### config.mk
export PLATFORM = sky130hd
export DESIGN_NAME = port_status_reset_rate_limit
export DESIGN_NICKNAME = d
export VERILOG_FILES = /design/src/logic/port_status_pkg.sv /design/src/logic/rate_decode.sv /design/src/logic/port_status_reset_rate_limit.sv
export SDC_FILE = /design/constraint.sdc
export NUM_CORES = 1
export LEC_CHECK = 0
export BUFFER_PORTS_ARGS = -buffer_cell sky130_fd_sc_hd__buf_4
export CAP_MARGIN = 20
export CORE_AREA = 3 3 126 249
export DETAILED_ROUTE_END_ITERATION = 12
export DIE_AREA = 0 0 129 252
export GPL_TIMING_DRIVEN = 0
export HOLD_SLACK_MARGIN = 0.06
export PLACE_DENSITY = 0.75
export REMOVE_ABC_BUFFERS = 1
export SLEW_MARGIN = 20
export SYNTH_ARGS = -nofsm -noshare
export SYNTH_HDL_FRONTEND = slang
export SYNTH_SLANG_ARGS = --single-unit
### constraint.sdc
create_clock -name clk -period 10.68 [get_ports clk]
set_clock_uncertainty 0.1 [all_clocks]
set_input_delay 2.67 -clock clk [delete_from_list [all_inputs] [get_ports clk]]
set_output_delay 2.67 -clock clk [all_outputs]
set_load 0.02 [all_outputs]
### src/logic/port_status_pkg.sv
`default_nettype none
package port_status_pkg;

   // port count and the two ports that carry far-end fault status
   localparam int NUM_PORTS = 3;
   localparam int FEF_PORTS = 2;

   // register map, byte offsets on the management register port
   localparam logic [7:0] PORT_STRIDE = 8'h10;
   localparam logic [7:0] STATUS_LO = 8'h0F;
   localparam logic [7:0] RATE_IN_LO = 8'h0A;
   localparam logic [7:0] RATE_OUT_LO = 8'h0B;
   localparam logic [7:0] RESET_OFS = 8'h43;

   // field positions
   localparam int SPEED_BIT = 2;
   localparam int DUPLEX_BIT = 1;
   localparam int FEF_BIT = 0;
   localparam int SOFT_RST_BIT = 4;
   localparam int PCS_RST_BIT = 0;
   localparam int RATE_W = 7;
   localparam int STAT_W = 3;
   localparam int KBPS_W = 17;

   // rate-limit code points
   localparam logic [RATE_W-1:0] CODE_NONE = 7'h00;
   localparam logic [RATE_W-1:0] CODE_MAX_100 = 7'h63;
   localparam logic [RATE_W-1:0] CODE_FULL_100 = 7'h64;
   localparam logic [RATE_W-1:0] CODE_MAX_10 = 7'h09;
   localparam logic [RATE_W-1:0] CODE_FULL_10 = 7'h0A;
   localparam logic [RATE_W-1:0] CODE_SUB_BASE = 7'h64;
   localparam logic [RATE_W-1:0] CODE_SUB_LAST = 7'h73;

   // target rates in kbps
   localparam logic [KBPS_W-1:0] FULL_100_KBPS = 17'h186A0;
   localparam logic [KBPS_W-1:0] FULL_10_KBPS = 17'h02710;
   localparam logic [KBPS_W-1:0] KBPS_PER_MBPS = 17'h003E8;
   localparam logic [KBPS_W-1:0] SUB_STEP_KBPS = 17'h00040;

   // link state reported by one port's PHY or MAC
   typedef struct packed {
      logic up;
      logic speed_100;
      logic full_duplex;
      logic far_fault;
   } link_s;

   // one register access request
   typedef struct packed {
      logic [7:0] addr;
      logic [7:0] wdata;
      logic wr;
      logic rd;
   } reg_req_s;

   // whole state of the register bank
   typedef struct packed {
      logic [NUM_PORTS-1:0][STAT_W-1:0] status;
      logic [NUM_PORTS-1:0][RATE_W-1:0] rate_in;
      logic [NUM_PORTS-1:0][RATE_W-1:0] rate_out;
      logic soft_rst;
      logic pcs_rst;
      logic [7:0] rdata;
      logic rvalid;
      logic [NUM_PORTS-1:0][KBPS_W-1:0] in_kbps;
      logic [NUM_PORTS-1:0][KBPS_W-1:0] out_kbps;
      logic strap_done;
      logic [7:0] strap;
   } regs_s;

   localparam regs_s REGS_RESET = '0;

   // byte address of a per-port register
   function automatic logic [7:0] port_addr(input int p, input logic [7:0] lo);
      logic [7:0] base;
      base = 8'((p + 1) * PORT_STRIDE);
      return base + lo;
   endfunction

endpackage
`default_nettype wire

### src/logic/rate_decode.sv
`timescale 1ns/100ps
`default_nettype none
module rate_decode
(
   // setting and link speed
   input wire logic [port_status_pkg::RATE_W-1:0] code,
   input wire logic speed_100,
   // decoded target rate
   output logic [port_status_pkg::KBPS_W-1:0] rate_kbps
);

   logic [port_status_pkg::RATE_W-1:0] max_code;
   logic [port_status_pkg::KBPS_W-1:0] full_rate;
   logic [port_status_pkg::RATE_W-1:0] sub_idx;

   // whole-megabit codes scale by 1000, sub-megabit codes step by 64 kbps;
   // anything undefined falls back to no limit so a bad code never starves a port
   always_comb
   begin
      max_code = speed_100 ? port_status_pkg::CODE_MAX_100 : port_status_pkg::CODE_MAX_10;
      full_rate = speed_100 ? port_status_pkg::FULL_100_KBPS : port_status_pkg::FULL_10_KBPS;
      sub_idx = code - port_status_pkg::CODE_SUB_BASE;
      rate_kbps = full_rate;
      if (code == port_status_pkg::CODE_NONE)
      begin
         rate_kbps = full_rate;
      end
      else if (code <= max_code)
      begin
         rate_kbps = {10'h000, code} * port_status_pkg::KBPS_PER_MBPS;
      end
      else if (code > port_status_pkg::CODE_SUB_BASE && code <= port_status_pkg::CODE_SUB_LAST)
      begin
         rate_kbps = {10'h000, sub_idx} * port_status_pkg::SUB_STEP_KBPS;
      end
   end

endmodule
`default_nettype wire

### src/logic/port_status_reset_rate_limit.sv
`timescale 1ns/100ps
`default_nettype none
module port_status_reset_rate_limit
(
   // clock and reset
   input wire logic clk,
   input wire logic reset_n,
   // register access
   input wire port_status_pkg::reg_req_s reg_req,
   output var logic [7:0] reg_rdata,
   output var logic reg_rvalid,
   // per-port link state
   input wire port_status_pkg::link_s [port_status_pkg::NUM_PORTS-1:0] link,
   // strap pins, caught once after reset release
   input wire logic [7:0] strap_pins,
   output var logic [7:0] strap_cfg,
   // resets driven to the rest of the switch
   output var logic soft_reset,
   output var logic pcs_reset,
   // decoded target rates per port
   output var logic [port_status_pkg::NUM_PORTS-1:0][port_status_pkg::KBPS_W-1:0] ingress_kbps,
   output var logic [port_status_pkg::NUM_PORTS-1:0][port_status_pkg::KBPS_W-1:0] egress_kbps
);

   port_status_pkg::regs_s r;
   port_status_pkg::regs_s n;
   logic [port_status_pkg::NUM_PORTS-1:0][port_status_pkg::KBPS_W-1:0] dec_in;
   logic [port_status_pkg::NUM_PORTS-1:0][port_status_pkg::KBPS_W-1:0] dec_out;

   // one decoder per direction and port, steered by the port's reported speed
   genvar gp;
   generate
      for (gp = 0; gp < port_status_pkg::NUM_PORTS; gp++)
      begin : g_port
         rate_decode u_dec_in
         (
            .code(r.rate_in[gp]),
            .speed_100(r.status[gp][port_status_pkg::SPEED_BIT]),
            .rate_kbps(dec_in[gp])
         );
         rate_decode u_dec_out
         (
            .code(r.rate_out[gp]),
            .speed_100(r.status[gp][port_status_pkg::SPEED_BIT]),
            .rate_kbps(dec_out[gp])
         );
      end
   endgenerate

   // next state: status refresh, register writes, read mux, strap capture
   always_comb
   begin
      n = r;
      n.rvalid = 1'b0;
      for (int p = 0; p < port_status_pkg::NUM_PORTS; p++)
      begin
         n.status[p][port_status_pkg::SPEED_BIT] = link[p].up & link[p].speed_100;
         n.status[p][port_status_pkg::DUPLEX_BIT] = link[p].up & link[p].full_duplex;
         n.status[p][port_status_pkg::FEF_BIT] = (p < port_status_pkg::FEF_PORTS) ?
            link[p].far_fault : 1'b0;
         n.in_kbps[p] = dec_in[p];
         n.out_kbps[p] = dec_out[p];
      end
      if (reg_req.wr)
      begin
         if (reg_req.addr == port_status_pkg::RESET_OFS)
         begin
            n.soft_rst = reg_req.wdata[port_status_pkg::SOFT_RST_BIT];
            n.pcs_rst = reg_req.wdata[port_status_pkg::PCS_RST_BIT];
         end
         for (int p = 0; p < port_status_pkg::NUM_PORTS; p++)
         begin
            if (reg_req.addr == port_status_pkg::port_addr(p, port_status_pkg::RATE_IN_LO))
            begin
               n.rate_in[p] = reg_req.wdata[port_status_pkg::RATE_W-1:0];
            end
            if (reg_req.addr == port_status_pkg::port_addr(p, port_status_pkg::RATE_OUT_LO))
            begin
               n.rate_out[p] = reg_req.wdata[port_status_pkg::RATE_W-1:0];
            end
         end
      end
      if (reg_req.rd)
      begin
         // unmapped addresses and reserved bits read as zero
         n.rvalid = 1'b1;
         n.rdata = 8'h00;
         if (reg_req.addr == port_status_pkg::RESET_OFS)
         begin
            n.rdata[port_status_pkg::SOFT_RST_BIT] = r.soft_rst;
            n.rdata[port_status_pkg::PCS_RST_BIT] = r.pcs_rst;
         end
         for (int p = 0; p < port_status_pkg::NUM_PORTS; p++)
         begin
            if (reg_req.addr == port_status_pkg::port_addr(p, port_status_pkg::STATUS_LO))
            begin
               n.rdata[port_status_pkg::STAT_W-1:0] = r.status[p];
            end
            if (reg_req.addr == port_status_pkg::port_addr(p, port_status_pkg::RATE_IN_LO))
            begin
               n.rdata[port_status_pkg::RATE_W-1:0] = r.rate_in[p];
            end
            if (reg_req.addr == port_status_pkg::port_addr(p, port_status_pkg::RATE_OUT_LO))
            begin
               n.rdata[port_status_pkg::RATE_W-1:0] = r.rate_out[p];
            end
         end
      end
      // strap level caught on the first clock after release, never by the reset itself
      if (!r.strap_done)
      begin
         n.strap_done = 1'b1;
         n.strap = strap_pins;
      end
      // soft reset wipes all but straps
      if (r.soft_rst)
      begin
         n = port_status_pkg::REGS_RESET;
         n.strap_done = r.strap_done;
         n.strap = r.strap;
      end
   end

   // single state register
   always_ff @(posedge clk or negedge reset_n)
   begin
      if (!reset_n)
      begin
         r <= port_status_pkg::REGS_RESET;
      end
      else
      begin
         r <= n;
      end
   end

   // outputs straight from state
   assign reg_rdata = r.rdata;
   assign reg_rvalid = r.rvalid;
   assign strap_cfg = r.strap;
   assign soft_reset = r.soft_rst;
   assign pcs_reset = r.pcs_rst;
   assign ingress_kbps = r.in_kbps;
   assign egress_kbps = r.out_kbps;

   // checks on the bank's own behaviour
   AST_SPEED_100: assert property (
      @(posedge clk) disable iff (!reset_n)
      (link[0].up && link[0].speed_100 && !r.soft_rst) |=> r.status[0][port_status_pkg::SPEED_BIT])
      else $error("speed bit not set at 100 Mbps");

   AST_DUPLEX: assert property (
      @(posedge clk) disable iff (!reset_n)
      !r.soft_rst |=> r.status[1][port_status_pkg::DUPLEX_BIT] ==
         ($past(link[1].up) && $past(link[1].full_duplex)))
      else $error("duplex bit does not follow link");

   AST_FEF_PORT3: assert property (
      @(posedge clk) disable iff (!reset_n)
      r.status[2][port_status_pkg::FEF_BIT] == 1'b0)
      else $error("far-end fault shown on mii port");

   AST_FEF_PHY: assert property (
      @(posedge clk) disable iff (!reset_n)
      (link[0].far_fault && !r.soft_rst) |=> r.status[0][port_status_pkg::FEF_BIT])
      else $error("far-end fault missed on phy port");

   AST_SOFT_RESET: assert property (
      @(posedge clk) disable iff (!reset_n)
      r.soft_rst |=> (r.rate_in == '0 && r.rate_out == '0 && !r.soft_rst && !r.pcs_rst
         && r.strap == $past(r.strap)))
      else $error("soft reset did not restore defaults");

   AST_PCS_RESET: assert property (
      @(posedge clk) disable iff (!reset_n)
      (reg_req.wr && reg_req.addr == port_status_pkg::RESET_OFS && !r.soft_rst)
         |=> pcs_reset == $past(reg_req.wdata[port_status_pkg::PCS_RST_BIT]))
      else $error("pcs reset does not follow write");

   AST_RATE_FIELD: assert property (
      @(posedge clk) disable iff (!reset_n)
      (reg_req.wr && !r.soft_rst
         && reg_req.addr == port_status_pkg::port_addr(1, port_status_pkg::RATE_IN_LO))
         |=> r.rate_in[1] == $past(reg_req.wdata[port_status_pkg::RATE_W-1:0]))
      else $error("ingress rate field not stored");

   AST_RATE_100: assert property (
      @(posedge clk) disable iff (!reset_n)
      (r.status[0][port_status_pkg::SPEED_BIT] && !r.soft_rst
         && (r.rate_in[0] == port_status_pkg::CODE_FULL_100
         || r.rate_in[0] == port_status_pkg::CODE_NONE))
         |=> ingress_kbps[0] == port_status_pkg::FULL_100_KBPS)
      else $error("100 Mbit full-rate code wrong");

   AST_RATE_10: assert property (
      @(posedge clk) disable iff (!reset_n)
      (!r.status[0][port_status_pkg::SPEED_BIT] && !r.soft_rst && r.rate_in[0] == 7'h05)
         |=> ingress_kbps[0] == 17'h01388)
      else $error("10 Mbit 5 Mbps code wrong");

   AST_RATE_SUB: assert property (
      @(posedge clk) disable iff (!reset_n)
      (!r.soft_rst && r.rate_in[2] == 7'h6D) |=> ingress_kbps[2] == 17'h00240)
      else $error("576 kbps code wrong");

   AST_EGRESS: assert property (
      @(posedge clk) disable iff (!reset_n)
      (!r.soft_rst && r.rate_out[1] == 7'h73) |=> egress_kbps[1] == 17'h003C0)
      else $error("egress 960 kbps code wrong");

   AST_LINK_DOWN: assert property (
      @(posedge clk) disable iff (!reset_n)
      !link[2].up |=> (r.status[2][port_status_pkg::SPEED_BIT] == 1'b0
         && r.status[2][port_status_pkg::DUPLEX_BIT] == 1'b0))
      else $error("status not cleared on link down");

   // main scenarios
   COV_SOFT_RESET: cover property (@(posedge clk) disable iff (!reset_n) soft_reset && pcs_reset);
   COV_LINK_UP_100: cover property (@(posedge clk) disable iff (!reset_n)
      r.status[0][port_status_pkg::SPEED_BIT] && r.status[0][port_status_pkg::DUPLEX_BIT]);
   // lowest sub-megabit step, reached on port 2 ingress
   COV_SUB_RATE: cover property (@(posedge clk) disable iff (!reset_n)
      ingress_kbps[1] == port_status_pkg::SUB_STEP_KBPS);
   COV_READ: cover property (@(posedge clk) disable iff (!reset_n) reg_rvalid && reg_rdata != 8'h00);

endmodule
`default_nettype wire

Word level (Yosys, flattened, before mapping). Index checks and enable logic that the tools add are counted.

Bitwise operators: 8. Multiplexer cells: 46. Magnitude comparators: 18. Eq/ne operators: 10. Reduce and logical (&&, ||, !) cells: 29. Multipliers: 6. Add/subtract/negate cells: 6.

Operator list (count): 17-bit 2-to-1 mux (21); 173-bit 2-to-1 mux (1); 7-bit 2-to-1 mux (15); 7-bit by 7-bit multiplier with 14-bit output, second input constant (6); 8-bit by 6-bit equality test with 1-bit output, second input constant (6); 44-bit 2-to-1 mux (1); 7-bit > comparator, second input constant (6); 7-bit less-or-equal comparator (6); 7-bit less-or-equal comparator, second input constant (6); 7-bit zero test (6); 7-bit subtractor, second input constant (6); 8-bit by 5-bit equality test with 1-bit output, second input constant (3); 2-bit nonzero test (9); 2-bit AND reduction (8); 3-bit 2-to-1 mux (3); 9-bit 2-to-1 mux (1); 8-bit by 7-bit equality test with 1-bit output, second input constant (1); 8-bit 2-to-1 mux (1); 1-bit AND (6); 1-bit logical AND (6); 1-bit 2-to-1 mux (2); 2-bit 2-to-1 mux (1); 1-bit NOT (2).

Register bits after elaboration: 173. Input port bits: 40. Word-level logic and storage cells: 144.

Logic depth before layout (Yosys ltp). Gate-level depths: netlist (run 1).

Depth after elaboration: 13. Gate-level depth with buffers: 16. Depth with buffers taken out: 15.

By module. Synthesis (run 1) repeated with hierarchy kept, for this count alone.

Cell total of the unflattened synthesis: 1893. Area total of the unflattened synthesis: 18367.6 um^2.

Modules (own cells, without submodules): port_status_reset_rate_limit (cells an instance 660, times used 1, sequential area each 4279.1 um^2, area each 7558.5 um^2); rate_decode at g_port[0].u_dec_in ... (cells an instance 208, times used 3, sequential area each 0.0 um^2, area each 1809.2 um^2); rate_decode at g_port[2].u_dec_in (cells an instance 211, times used 1, sequential area each 0.0 um^2, area each 1820.5 um^2); rate_decode at g_port[2].u_dec_out (cells an instance 204, times used 1, sequential area each 0.0 um^2, area each 1816.7 um^2); rate_decode at g_port[1].u_dec_out (cells an instance 194, times used 1, sequential area each 0.0 um^2, area each 1744.2 um^2).

Worst setup path before layout (run 1). OpenSTA, ideal clock, no wires.

Path kind: register -> register. From: register r[159] in the netlist's numbering. To: register r, in the netlist ingress_kbps[49]. Data arrival time: 3.970 ns. Cell stages (with the launch flop): 14. Buffers on the path: 1. Slack: 6.527 ns. Cells stage by stage: dfrtp_1 -> clkbuf_1 -> inv_1 -> fa_1 -> inv_1 -> fa_1 -> fa_1 -> ha_1 -> ha_1 -> or3_1 -> o31ai_1 -> o21ai_0 -> xnor2_1 -> o21ai_0.

RTL lines: start, declared (line port_status_reset_rate_limit.sv:25) `port_status_pkg::regs_s r;`; start signal, assigned (line port_status_reset_rate_limit.sv:129) `r <= port_status_pkg::REGS_RESET;`; start signal, assigned (line port_status_reset_rate_limit.sv:133) `r <= n;`.

==> out/summary.txt, run 1 <==
outcome -> finished clean
CP Data Arrival Time -> 5.04 ns
Yosys warning count -> 0
overall die width -> 129 µm
Mapped Cells -> 1699
Max-slew headroom -> 0.479
growth of design area from synthesis to finish -> 7.18%
CORE AREA -> 29600 µm²
type of element capturing the critical path -> flip-flop
final wirelength -> 39500 µm
starting density of the core -> 0.555
area of the multi-input gates -> 10900 µm²
remaining global-route overflow -> 0
number of distinct library cells after synthesis -> 87
DRC marker count from the first detailed-route iteration -> 784
fraction of final layout cells with drive strength greater than 1 -> 0.123
final standard cell utilization of the core -> 0.595
Detail Placement HPWL -> 31500 µm
die height -> 252 µm
Final Total Pwr -> 2060 µW
Leak Pwr -> 0.00944 µW
Yosys reg bits -> 153
most frequently used flop master after synthesis -> dfrtp_1
clock buffer depth -> 2
number of setup buffers added after CTS -> 0
via count of the routed design -> 12300
unrepaired setup endpoints after global routing -> false
number of buffers added to fix hold violations after cts -> 0
Pins Over Slew Limit -> 0
Worst Path Required -> 10.90 ns
filler-free cell count of the finished design -> 2099
TritonCTS Buffers -> 17
library cell with the largest summed area after synthesis -> dfrtp_1
number of maximum-capacitance violations -> 0
fill cell total of the finished layout -> 2533
DRC violations left -> 0
per-instance average area after synthesis -> 9.68 µm²
maximum number of pins on one net before global-route repair -> 80
Worst-Margin Slew -> 0.773 ns
sequential area share after synthesis -> 0.233
CTS tree -> yes
clock-pin slew reported for the worst setup and hold paths after clock tree synthesis -> 0.06 ns
placed insts -> 2069
kind of start point of the critical path -> flip-flop
aggregate negative setup slack -> 0 ns
power per standard cell area -> 117 nW/µm²
die footprint -> 32500 µm²
vias per cell -> 5.87
number of detailed-route iterations in the first pass -> 7
wire length of the first global-routing pass -> 64300 µm
Antenna Cells -> 0
CP max FO -> 11
leading cell type by number of instances after synthesis -> ha_1
gp weighted congestion -> 0.936
worst-skew pair later-pin latency -> 0.44 ns
area taken by flip-flops and latches -> 3830 µm²
top cells by area, synth -> dfrtp_1 (23%), ha_1 (22%), fa_1 (13%)
part of the cycle the worst path needs -> 0.452
Hold WC Path Type -> flip-flop to flip-flop
number of input and output port buffers inserted -> 139
Hold Vio Cnt, Final -> 0
leading post-synthesis cells by instance count -> ha_1 (288), inv_1 (199), dfrtp_1 (153)
wire length per cell after detailed routing -> 18.8 µm
share of the synthesized area in the top cell type -> 0.233
Final setup violation count -> 0
share of flip-flops with an asynchronous set or reset after synthesis -> 1.00
maximum ir drop on the vdd rail -> 0.110 mV
via count of the first global-routing pass -> 12900
min cycle time layout -> 4.82 ns
EDFF count, synth -> 0
number of nets in the layout -> 2160
critical path start-end classification -> flip-flop to flip-flop
antenna-violating nets left -> 0
aggregate global-route resource usage -> 0.250
# IOs -> 161
Syn Std Cell Area -> 16400 µm²
fmax -> 207 MHz
number of antenna violations at the first check in global routing -> 0
H-tree depth reported by CTS -> 4
number of resized instances in the post-cts repair step -> 0
Rows -> 89
Clock Root Buffer -> clkbuf_16
number of sinks handled by clock tree synthesis -> 153
-- where the power goes --
part,leakage [µW],switching [µW],internal (µW)
Clock,0.000282,248,389
Combinational,0.00719,432,295
Sequential,0.00196,52.6,643
Total,0.00944,733,1330
-- placed cells by master (no fill, tap or decap), types with 19 or more instances in the layout --
| cell type | synthesis | layout |
|---|---|---|
| ha_1 | 288 | 288 |
| xnor2_1 | 44 | 44 |
| conb_1 | 1 | 19 |
| inv_1 | 199 | 199 |
| buf_4 | 118 | 138 |
| nand2b_1 | 20 | 20 |
| fa_1 | 108 | 108 |
| nand3_1 | 47 | 47 |
| nand2_1 | 81 | 81 |
| mux2i_1 | 46 | 46 |
| nor2_1 | 113 | 113 |
| a21oi_1 | 89 | 89 |
| nand4_1 | 22 | 22 |
| dfrtp_1 | 153 | 152 |
| o21ai_0 | 65 | 65 |
-- through the flow --
step / worst slack, ns / hold slack, ns / cell area (µm²)
3_3_place_gp: 4.52 / 0.350 / 17000
3_5_place_dp: 5.85 / 0.357 / 17000
6_report: 5.86 / 0.370 / 17600
2_1_floorplan: 5.91 / 0.336 / 15500
5_1_grt: 5.58 / 0.400 / 17600
4_1_cts: 5.81 / 0.376 / 17600
-- sequential cells by signal, summed over array words and instances (netlist names) --
| signal | flops |
|---|---|
| r | 51 |
| egress_kbps | 42 |
| ingress_kbps | 42 |
| strap_cfg | 8 |
| reg_rdata | 7 |
| pcs_reset | 1 |
| reg_rvalid | 1 |
| soft_reset | 1 |
-- per-layer routing --
layer,vias up,GRT usage,share of wire,wire [µm]
met4,0,0.136,0.054,2120
met1,6054,0.251,0.34,13600
li1,5747,-,-,-
met5,-,0,0,0
met2,391,0.477,0.56,22300
met3,134,0.0407,0.041,1610
-- critical path, cell delays in order, from the launching register on --
cell	delay [ns]
dfrtp_1	0.71
inv_1	0.33
ha_1	0.37
fa_1	0.49
inv_1	0.07
fa_1	0.50
fa_1	0.52
inv_1	0.04
ha_1	0.28
o31ai_1	0.60
a22oi_1	0.22
a31oi_1	0.25
xnor2_1	0.13
o21ai_0	0.09
-- path summary, 6_finish.rpt --
path / slack [ns] / depth (start not counted) / to / from
max: 5.86 / 13 / ingress_kbps[33] / r[154]
min: 0.37 / 1 / r[8] / r[8]
max reg2reg: 5.86 / 13 / ingress_kbps[33] / r[154]
min reg2reg: 0.37 / 1 / r[8] / r[8]
max in group asynchronous: 7.64 / 2 / r[147] / reset_n
min in group asynchronous: 2.05 / 1 / ingress_kbps[49] / reset_n
-- cell families after synthesis --
group,count (synthesis),share of synthesized area
adder cells (fa/ha/maj),396,0.351
AND/OR/NAND/NOR,360,0.110
buffers and inverters,354,0.110
AO/OA/AOI/OAI,320,0.131
flip-flops,153,0.233
XOR/XNOR,61,0.0325
multiplexers,54,0.0335
other,1,0.000228
-- layout make-up --
class,count,share of cell area
Sequential cell,153,0.217
Timing Repair Buffer,141,0.0623
Tap cell,364,0.0258
Clock buffer,19,0.0246
Clock inverter,11,0.00979
Multi-Input combinational cell,1210,0.617
Inverter,201,0.0428
Power figures use the tool's default switching activity.
==> run 2: changes to the inputs <==
==> constraint.sdc (replaced) <==
create_clock -name clk -period 4.6 [get_ports clk]
set_clock_uncertainty 0.1 [all_clocks]
set_input_delay 1.15 -clock clk [delete_from_list [all_inputs] [get_ports clk]]
set_output_delay 1.15 -clock clk [all_outputs]
set_load 0.02 [all_outputs]
==> out/summary.txt, run 2 (synthesized netlist as in run 1, its figures left out) <==
outcome -> finished clean
DRC violations left -> 0 (unchanged)
share of power burned in registers -> 0.337 (about the same)
Hold WS -> 0.369 ns (-0.000892 ns)
part of the cycle the worst path needs -> 0.974 (+0.522)
Internal Pwr Total -> 3090 µW (+130%)
kind of start point of the critical path -> flip-flop
wire length of the first global-routing pass -> 64300 µm (about the same)
final wirelength -> 40200 µm (+1.5%)
aggregate global-route resource usage -> 0.250 (about the same)
overall die width -> 129 µm (unchanged)
number of antenna violations at the first check in global routing -> 0 (unchanged)
Max-slew headroom -> 0.472 (-0.00710)
vias per cell -> 5.92 (+0.76%)
number of nets in the layout -> 2174 (+0.65%)
number of flip-flops in the largest register -> 51 (unchanged)
remaining global-route overflow -> 0 (unchanged)
fmax -> 223 MHz (+7.7%)
number of input and output port buffers inserted -> 139 (unchanged)
Hold Vio Cnt, Final -> 0 (unchanged)
unrepaired setup endpoints after global routing -> true
filler-free cell count of the finished design -> 2113 (+0.67%)
Leak Pwr -> 0.00944 µW (about the same)
Clock power frac -> 0.308 (about the same)
critical path start-end classification -> flip-flop to flip-flop
maximum ir drop on the vdd rail -> 0.257 mV (+130%)
number of sinks handled by clock tree synthesis -> 153 (unchanged)
Switch Pwr -> 1710 µW (+130%)
Worst-Margin Slew -> 0.783 ns (+0.0105 ns)
most frequent standard cell in the layout excluding fill and tap cells -> ha_1
CP max FO -> 11 (unchanged)
fraction of final layout cells with drive strength greater than 1 -> 0.150 (+0.0276)
CP Data Arrival Time -> 4.70 ns (-0.34 ns)
Rows -> 89 (unchanged)
most used cells in the layout excluding fill and tap cells -> ha_1 (288), inv_1 (193), buf_4 (149)
power per standard cell area -> 269 nW/µm² (+130%)
type of element capturing the critical path -> flip-flop
wire length per cell after detailed routing -> 19.0 µm (+0.86%)
clock-pin slew reported for the worst setup and hold paths after clock tree synthesis -> 0.06 ns (about the same)
largest register by flop count -> r
die height -> 252 µm (unchanged)
via count of the first global-routing pass -> 12900 (+0.16%)
DRC marker count from the first detailed-route iteration -> 759 (-3.2%)
H-tree depth reported by CTS -> 4 (unchanged)
CTS tree -> yes
combinational group share of total power -> 0.355 (+0.002)
switching power as a share of total power -> 0.356 (about the same)
Clock Root Buffer -> clkbuf_16
# IOs -> 161 (unchanged)
maximum number of pins on one net before global-route repair -> 80 (unchanged)
Pins Over Slew Limit -> 0 (unchanged)
Hold WC Path Type -> flip-flop to flip-flop
min cycle time layout -> 4.48 ns (-0.344 ns)
Worst Path Required -> 4.82 ns (-6.08 ns)
placed insts -> 2069 (unchanged)
via count of the routed design -> 12500 (+1.4%)
antenna-violating nets left -> 0 (unchanged)
Detail Placement HPWL -> 31500 µm (unchanged)
die footprint -> 32500 µm² (unchanged)
TritonCTS Buffers -> 17 (unchanged)
Antenna Cells -> 0 (unchanged)
CORE AREA -> 29600 µm² (unchanged)
clock buffer depth -> 2 (unchanged)
Final setup violation count -> 0 (unchanged)
r2r setup slk -> 0.12 ns (-5.74 ns)
gp weighted congestion -> 0.936 (unchanged)
starting density of the core -> 0.555 (unchanged)
number of maximum-capacitance violations -> 0 (unchanged)
growth of design area from synthesis to finish -> 8.44%
number of detailed-route iterations in the first pass -> 8 (+1)
worst-skew pair later-pin latency -> 0.44 ns (about the same)
[run 2: cell count changes in the layout (fill, tap and decap cells not counted), moves of 2 or more]
cell        previous run  this run
inv_1                199       193
dfrtp_2                0        25
o31ai_1                8         5
dfrtp_1              152       126
buf_4                138       149
clkinvlp_4             4        10
o31ai_2                0         2
[run 2: path summary, 6_finish.rpt]
kind	from	end	cells past startpoint
max in group asynchronous	reset_n	r[147]	2
worst max-delay path	r[126]	egress_kbps[16]	14
worst min-delay path	r[8]	r[8]	1
worst min register to register	r[8]	r[8]	1
worst max register to register	r[126]	egress_kbps[16]	14
min in group asynchronous	reset_n	ingress_kbps[49]	1
[run 2: timing repair]
| item | in CTS | in global routing |
|---|---|---|
| cloned | 0 | 1 |
| pin swaps | 0 | 1 |
| hold buffers | 0 | 0 |
| hold endpoints to repair | 0 | 0 |
| buffers inserted | 0 | 13 |
| resized for setup | 9 | 30 |
| setup endpoints to repair | 13 | 20 |
[run 2: per-layer routing]
layer  up-vias  routed length, µm  GRT usage
met5         -                  0          0
met4         0               2280      0.139
met3       149               1740     0.0409
met2       426              22500      0.476
met1      6147              13700      0.251
li1       5780                  -          -
[run 2: power by group through the flow]
stage | registers [µW] | logic [µW] | clock network (µW)
global route | 1630 | 1890 | 1560
finish | 1620 | 1710 | 1480
global placement | 1640 | 1620 | 0
floorplan | 1770 | 946 | 0
detailed placement | 1640 | 1680 | 0
CTS | 1620 | 1690 | 1500
[run 2: area by class of cell]
| type | count | area, µm² |
|---|---|---|
| Sequential cell | 153 | 3870 |
| Clock inverter | 11 | 173 |
| Tap cell | 364 | 455 |
| Inverter | 201 | 777 |
| Fill cell | 2512 | 11800 |
| Timing Repair inverter | 1 | 5.00 |
| Timing Repair Buffer | 154 | 1210 |
| Clock buffer | 19 | 433 |
| Multi-Input combinational cell | 1210 | 10900 |
[run 2: through the flow]
step | total power, µW | worst slack (ns) | TNS (ns) | util | area, µm²
5_1_grt | 5090 | -0.0448 | -0.0462 | 0.602 | 17800
2_1_floorplan | 2720 | 0.383 | 0 | - | 15500
3_3_place_gp | 3260 | -0.200 | -0.593 | 0.573 | 17000
3_5_place_dp | 3310 | -0.228 | -0.861 | 0.575 | 17000
4_1_cts | 4810 | 0.0335 | 0 | 0.596 | 17600
6_report | 4800 | 0.120 | 0 | 0.602 | 17800
[run 2: critical path: stages, from the launching register on]
cell     delay, ns
dfrtp_2       0.56
inv_1         0.25
ha_1          0.38
fa_1          0.50
inv_1         0.06
fa_1          0.48
fa_1          0.52
inv_1         0.05
ha_1          0.32
o21ai_0       0.08
a21oi_1       0.38
o22ai_1       0.21
o21ai_0       0.24
xnor2_1       0.13
o21ai_0       0.09
==> run 3: changes to the inputs <==
--- a/config.mk
+++ b/config.mk
@@ -7,12 +7,14 @@
 export LEC_CHECK = 0
 export BUFFER_PORTS_ARGS = -buffer_cell sky130_fd_sc_hd__buf_4
 export CAP_MARGIN = 20
-export CORE_AREA = 3 3 126 249
+export CELL_PAD_IN_SITES_DETAIL_PLACEMENT = 1
+export CELL_PAD_IN_SITES_GLOBAL_PLACEMENT = 1
+export CORE_AREA = 3 3 135 268
 export DETAILED_ROUTE_END_ITERATION = 12
-export DIE_AREA = 0 0 129 252
+export DIE_AREA = 0 0 138 271
 export GPL_TIMING_DRIVEN = 0
 export HOLD_SLACK_MARGIN = 0.06
-export PLACE_DENSITY = 0.75
+export PLACE_DENSITY_LB_ADDON = 0.1
 export REMOVE_ABC_BUFFERS = 1
 export SLEW_MARGIN = 20
 export SYNTH_ARGS = -nofsm -noshare
==> constraint.sdc (replaced) <==
create_clock -name clk -period 4.6 [get_ports clk]
set_clock_uncertainty 0.1 [all_clocks]
set_input_delay 0.92 -clock clk [delete_from_list [all_inputs] [get_ports clk]]
set_output_delay 0.92 -clock clk [all_outputs]
set_load 0.02 [all_outputs]
==> out/summary.txt, run 3 (synthesized netlist as in run 1, its figures left out) <==
type of element capturing the critical path -> flip-flop
Pins Over Slew Limit -> 0 (unchanged)
number of nets in the layout -> 2204 (+1.4%)
most used cells in the layout excluding fill and tap cells -> ha_1 (287), inv_1 (192), buf_4 (181)
worst reg2reg path depth -> 13 (-1)
power per standard cell area -> 268 nW/µm² (-0.66%)
total cell area at the placement stage -> 17100 µm² (+0.61%)
TritonCTS Buffers -> 17 (unchanged)
Leak Pwr -> 0.00957 µW (+1.4%)
growth of design area from synthesis to finish -> 10.9%
critical path start-end classification -> flip-flop to flip-flop
fraction of final layout cells with drive strength greater than 1 -> 0.176 (+0.0259)
vias per cell -> 5.64 (-4.7%)
number of detailed-route iterations in the first pass -> 4 (-4)
starting density of the core -> 0.479 (-0.0765)
DRC marker count from the first detailed-route iteration -> 486 (-36%)
antenna-violating nets left -> 0 (unchanged)
maximum number of pins on one net before global-route repair -> 97 (+21%)
Clock Root Buffer -> clkbuf_16
CP max FO -> 13 (+2)
capture point of the critical path -> egress_kbps[15]
final instance area -> 18200 µm² (+2.3%)
clock-pin slew reported for the worst setup and hold paths after clock tree synthesis -> 0.07 ns (about the same)
overall die width -> 138 µm (+7.0%)
number of sinks handled by clock tree synthesis -> 153 (unchanged)
Detail Placement HPWL -> 36400 µm (+16%)
outcome -> finished clean
remaining global-route overflow -> 0 (unchanged)
aggregate global-route resource usage -> 0.249 (-0.00138)
worst-skew pair later-pin latency -> 0.45 ns (about the same)
number of antenna violations at the first check in global routing -> 1 (+1)
die height -> 271 µm (+7.5%)
maximum ir drop on the vdd rail -> 0.260 mV (+1.4%)
wire length per cell after detailed routing -> 21.0 µm (+10%)
die footprint -> 37400 µm² (+15%)
fmax -> 227 MHz (+1.5%)
number of flip-flops in the largest register -> 51 (unchanged)
number of input and output port buffers inserted -> 139 (unchanged)
Final setup violation count -> 0 (unchanged)
CORE AREA -> 34400 µm² (+16%)
via count of the routed design -> 12500 (+0.24%)
gp weighted congestion -> 0.885 (-5.4%)
kind of start point of the critical path -> flip-flop
Worst Path Required -> 4.84 ns (+0.02 ns)
CP Data Arrival Time -> 4.65 ns (-0.05 ns)
H-tree depth reported by CTS -> 4 (unchanged)
clock buffer depth -> 2 (unchanged)
Hold WC Path Type -> input port to async pin
placed insts -> 2146 (+3.7%)
min cycle time layout -> 4.41 ns (-0.0680 ns)
fill cell total of the finished layout -> 3889 (+55%)
most frequent standard cell in the layout excluding fill and tap cells -> ha_1
Hold Vio Cnt, Final -> 0 (unchanged)
Max-slew headroom -> 0.446 (-0.0257)
filler-free cell count of the finished design -> 2223 (+5.2%)
final wirelength -> 46600 µm (+16%)
number of maximum-capacitance violations -> 0 (unchanged)
wire length of the first global-routing pass -> 74600 µm (+16%)
Rows -> 96 (+7.9%)
number of buffers added to fix hold violations after cts -> 0 (unchanged)
worst r2r src -> r[124]
CTS tree -> yes
Worst R2R End -> egress_kbps[15]
r2r setup slk -> 0.19 ns (+0.07 ns)
Final Total Pwr -> 4880 µW (+1.6%)
Worst-Margin Slew -> 0.822 ns (+0.0382 ns)
# IOs -> 161 (unchanged)
largest register by flop count -> r
DRC violations left -> 0 (unchanged)
via count of the first global-routing pass -> 14000 (+8.5%)
part of the cycle the worst path needs -> 0.959 (-0.0148)
source of the critical timing path -> r[124]
[run 3: worst min path at each step]
stage | start | endpoint | slack (ns) | cells past startpoint
after CTS | reset_n | r[8] | 0.29 | 1
after detailed placement | r[8] | r[8] | 0.36 | 1
after global placement | r[8] | r[8] | 0.35 | 1
final | reset_n | r[8] | 0.28 | 1
after floorplan | r[8] | r[8] | 0.34 | 1
after global routing | reset_n | r[8] | 0.31 | 1
[run 3: through the flow]
| step | setup WS, ns | setup TNS, ns | util | hold WS, ns |
|---|---|---|---|---|
| after floorplan | 0.383 | 0 | - | 0.336 |
| after global placement | -0.455 | -4.28 | 0.497 | 0.351 |
| after detailed placement | -0.479 | -2.26 | 0.499 | 0.362 |
| after CTS | -0.0260 | -0.0260 | 0.518 | 0.291 |
| after global routing | -0.0190 | -0.0249 | 0.531 | 0.313 |
| final | 0.188 | 0 | 0.531 | 0.281 |
[run 3: worst max-delay path, cell delays in order, from the launching register on]
cell       delay [ns]
dfrtp_4          0.58
fa_1             0.53
fa_1             0.53
inv_1            0.05
fa_1             0.48
fa_1             0.52
inv_1            0.04
ha_1             0.31
o21ai_0          0.18
o21ai_1          0.29
o2111ai_1        0.23
a21oi_1          0.23
xnor2_1          0.13
o21ai_0          0.08
[run 3: cell type report]
| class | count | area (µm²) | share of cell area |
|---|---|---|---|
| Inverter | 201 | 781 | 0.0428 |
| Antenna cell | 1 | 2.50 | 0.000137 |
| Sequential cell | 153 | 3880 | 0.213 |
| Timing Repair inverter | 1 | 5.00 | 0.000274 |
| Clock buffer | 17 | 425 | 0.0233 |
| Clock inverter | 15 | 180 | 0.00988 |
| Multi-Input combinational cell | 1210 | 11000 | 0.602 |
| Tap cell | 441 | 552 | 0.0303 |
| Timing Repair Buffer | 184 | 1430 | 0.0783 |
[run 3: layer usage]
| metal | vias up | wire [µm] | share of wire | track usage |
|---|---|---|---|---|
| met5 | - | 0 | 0 | 0 |
| met4 | 0 | 1750 | 0.038 | 0.0994 |
| met3 | 97 | 1440 | 0.031 | 0.0348 |
| met2 | 241 | 27200 | 0.58 | 0.507 |
| met1 | 6363 | 16200 | 0.35 | 0.245 |
| li1 | 5831 | - | - | - |
[run 3: repair_timing]
item | CTS | global route
endpoints found under the setup margin | 21 | 19
pin swaps | 0 | 3
gates cloned | 0 | 1
setup buffers | 0 | 43
resized for setup | 22 | 42
[run 3: where the power goes]
group / total, µW / leakage [µW] / internal [µW] / switching, µW
Sequential: 1620 / 0.00191 / 1500 / 123
Combinational: 1770 / 0.00737 / 714 / 1050
Clock: 1500 / 0.000289 / 822 / 674
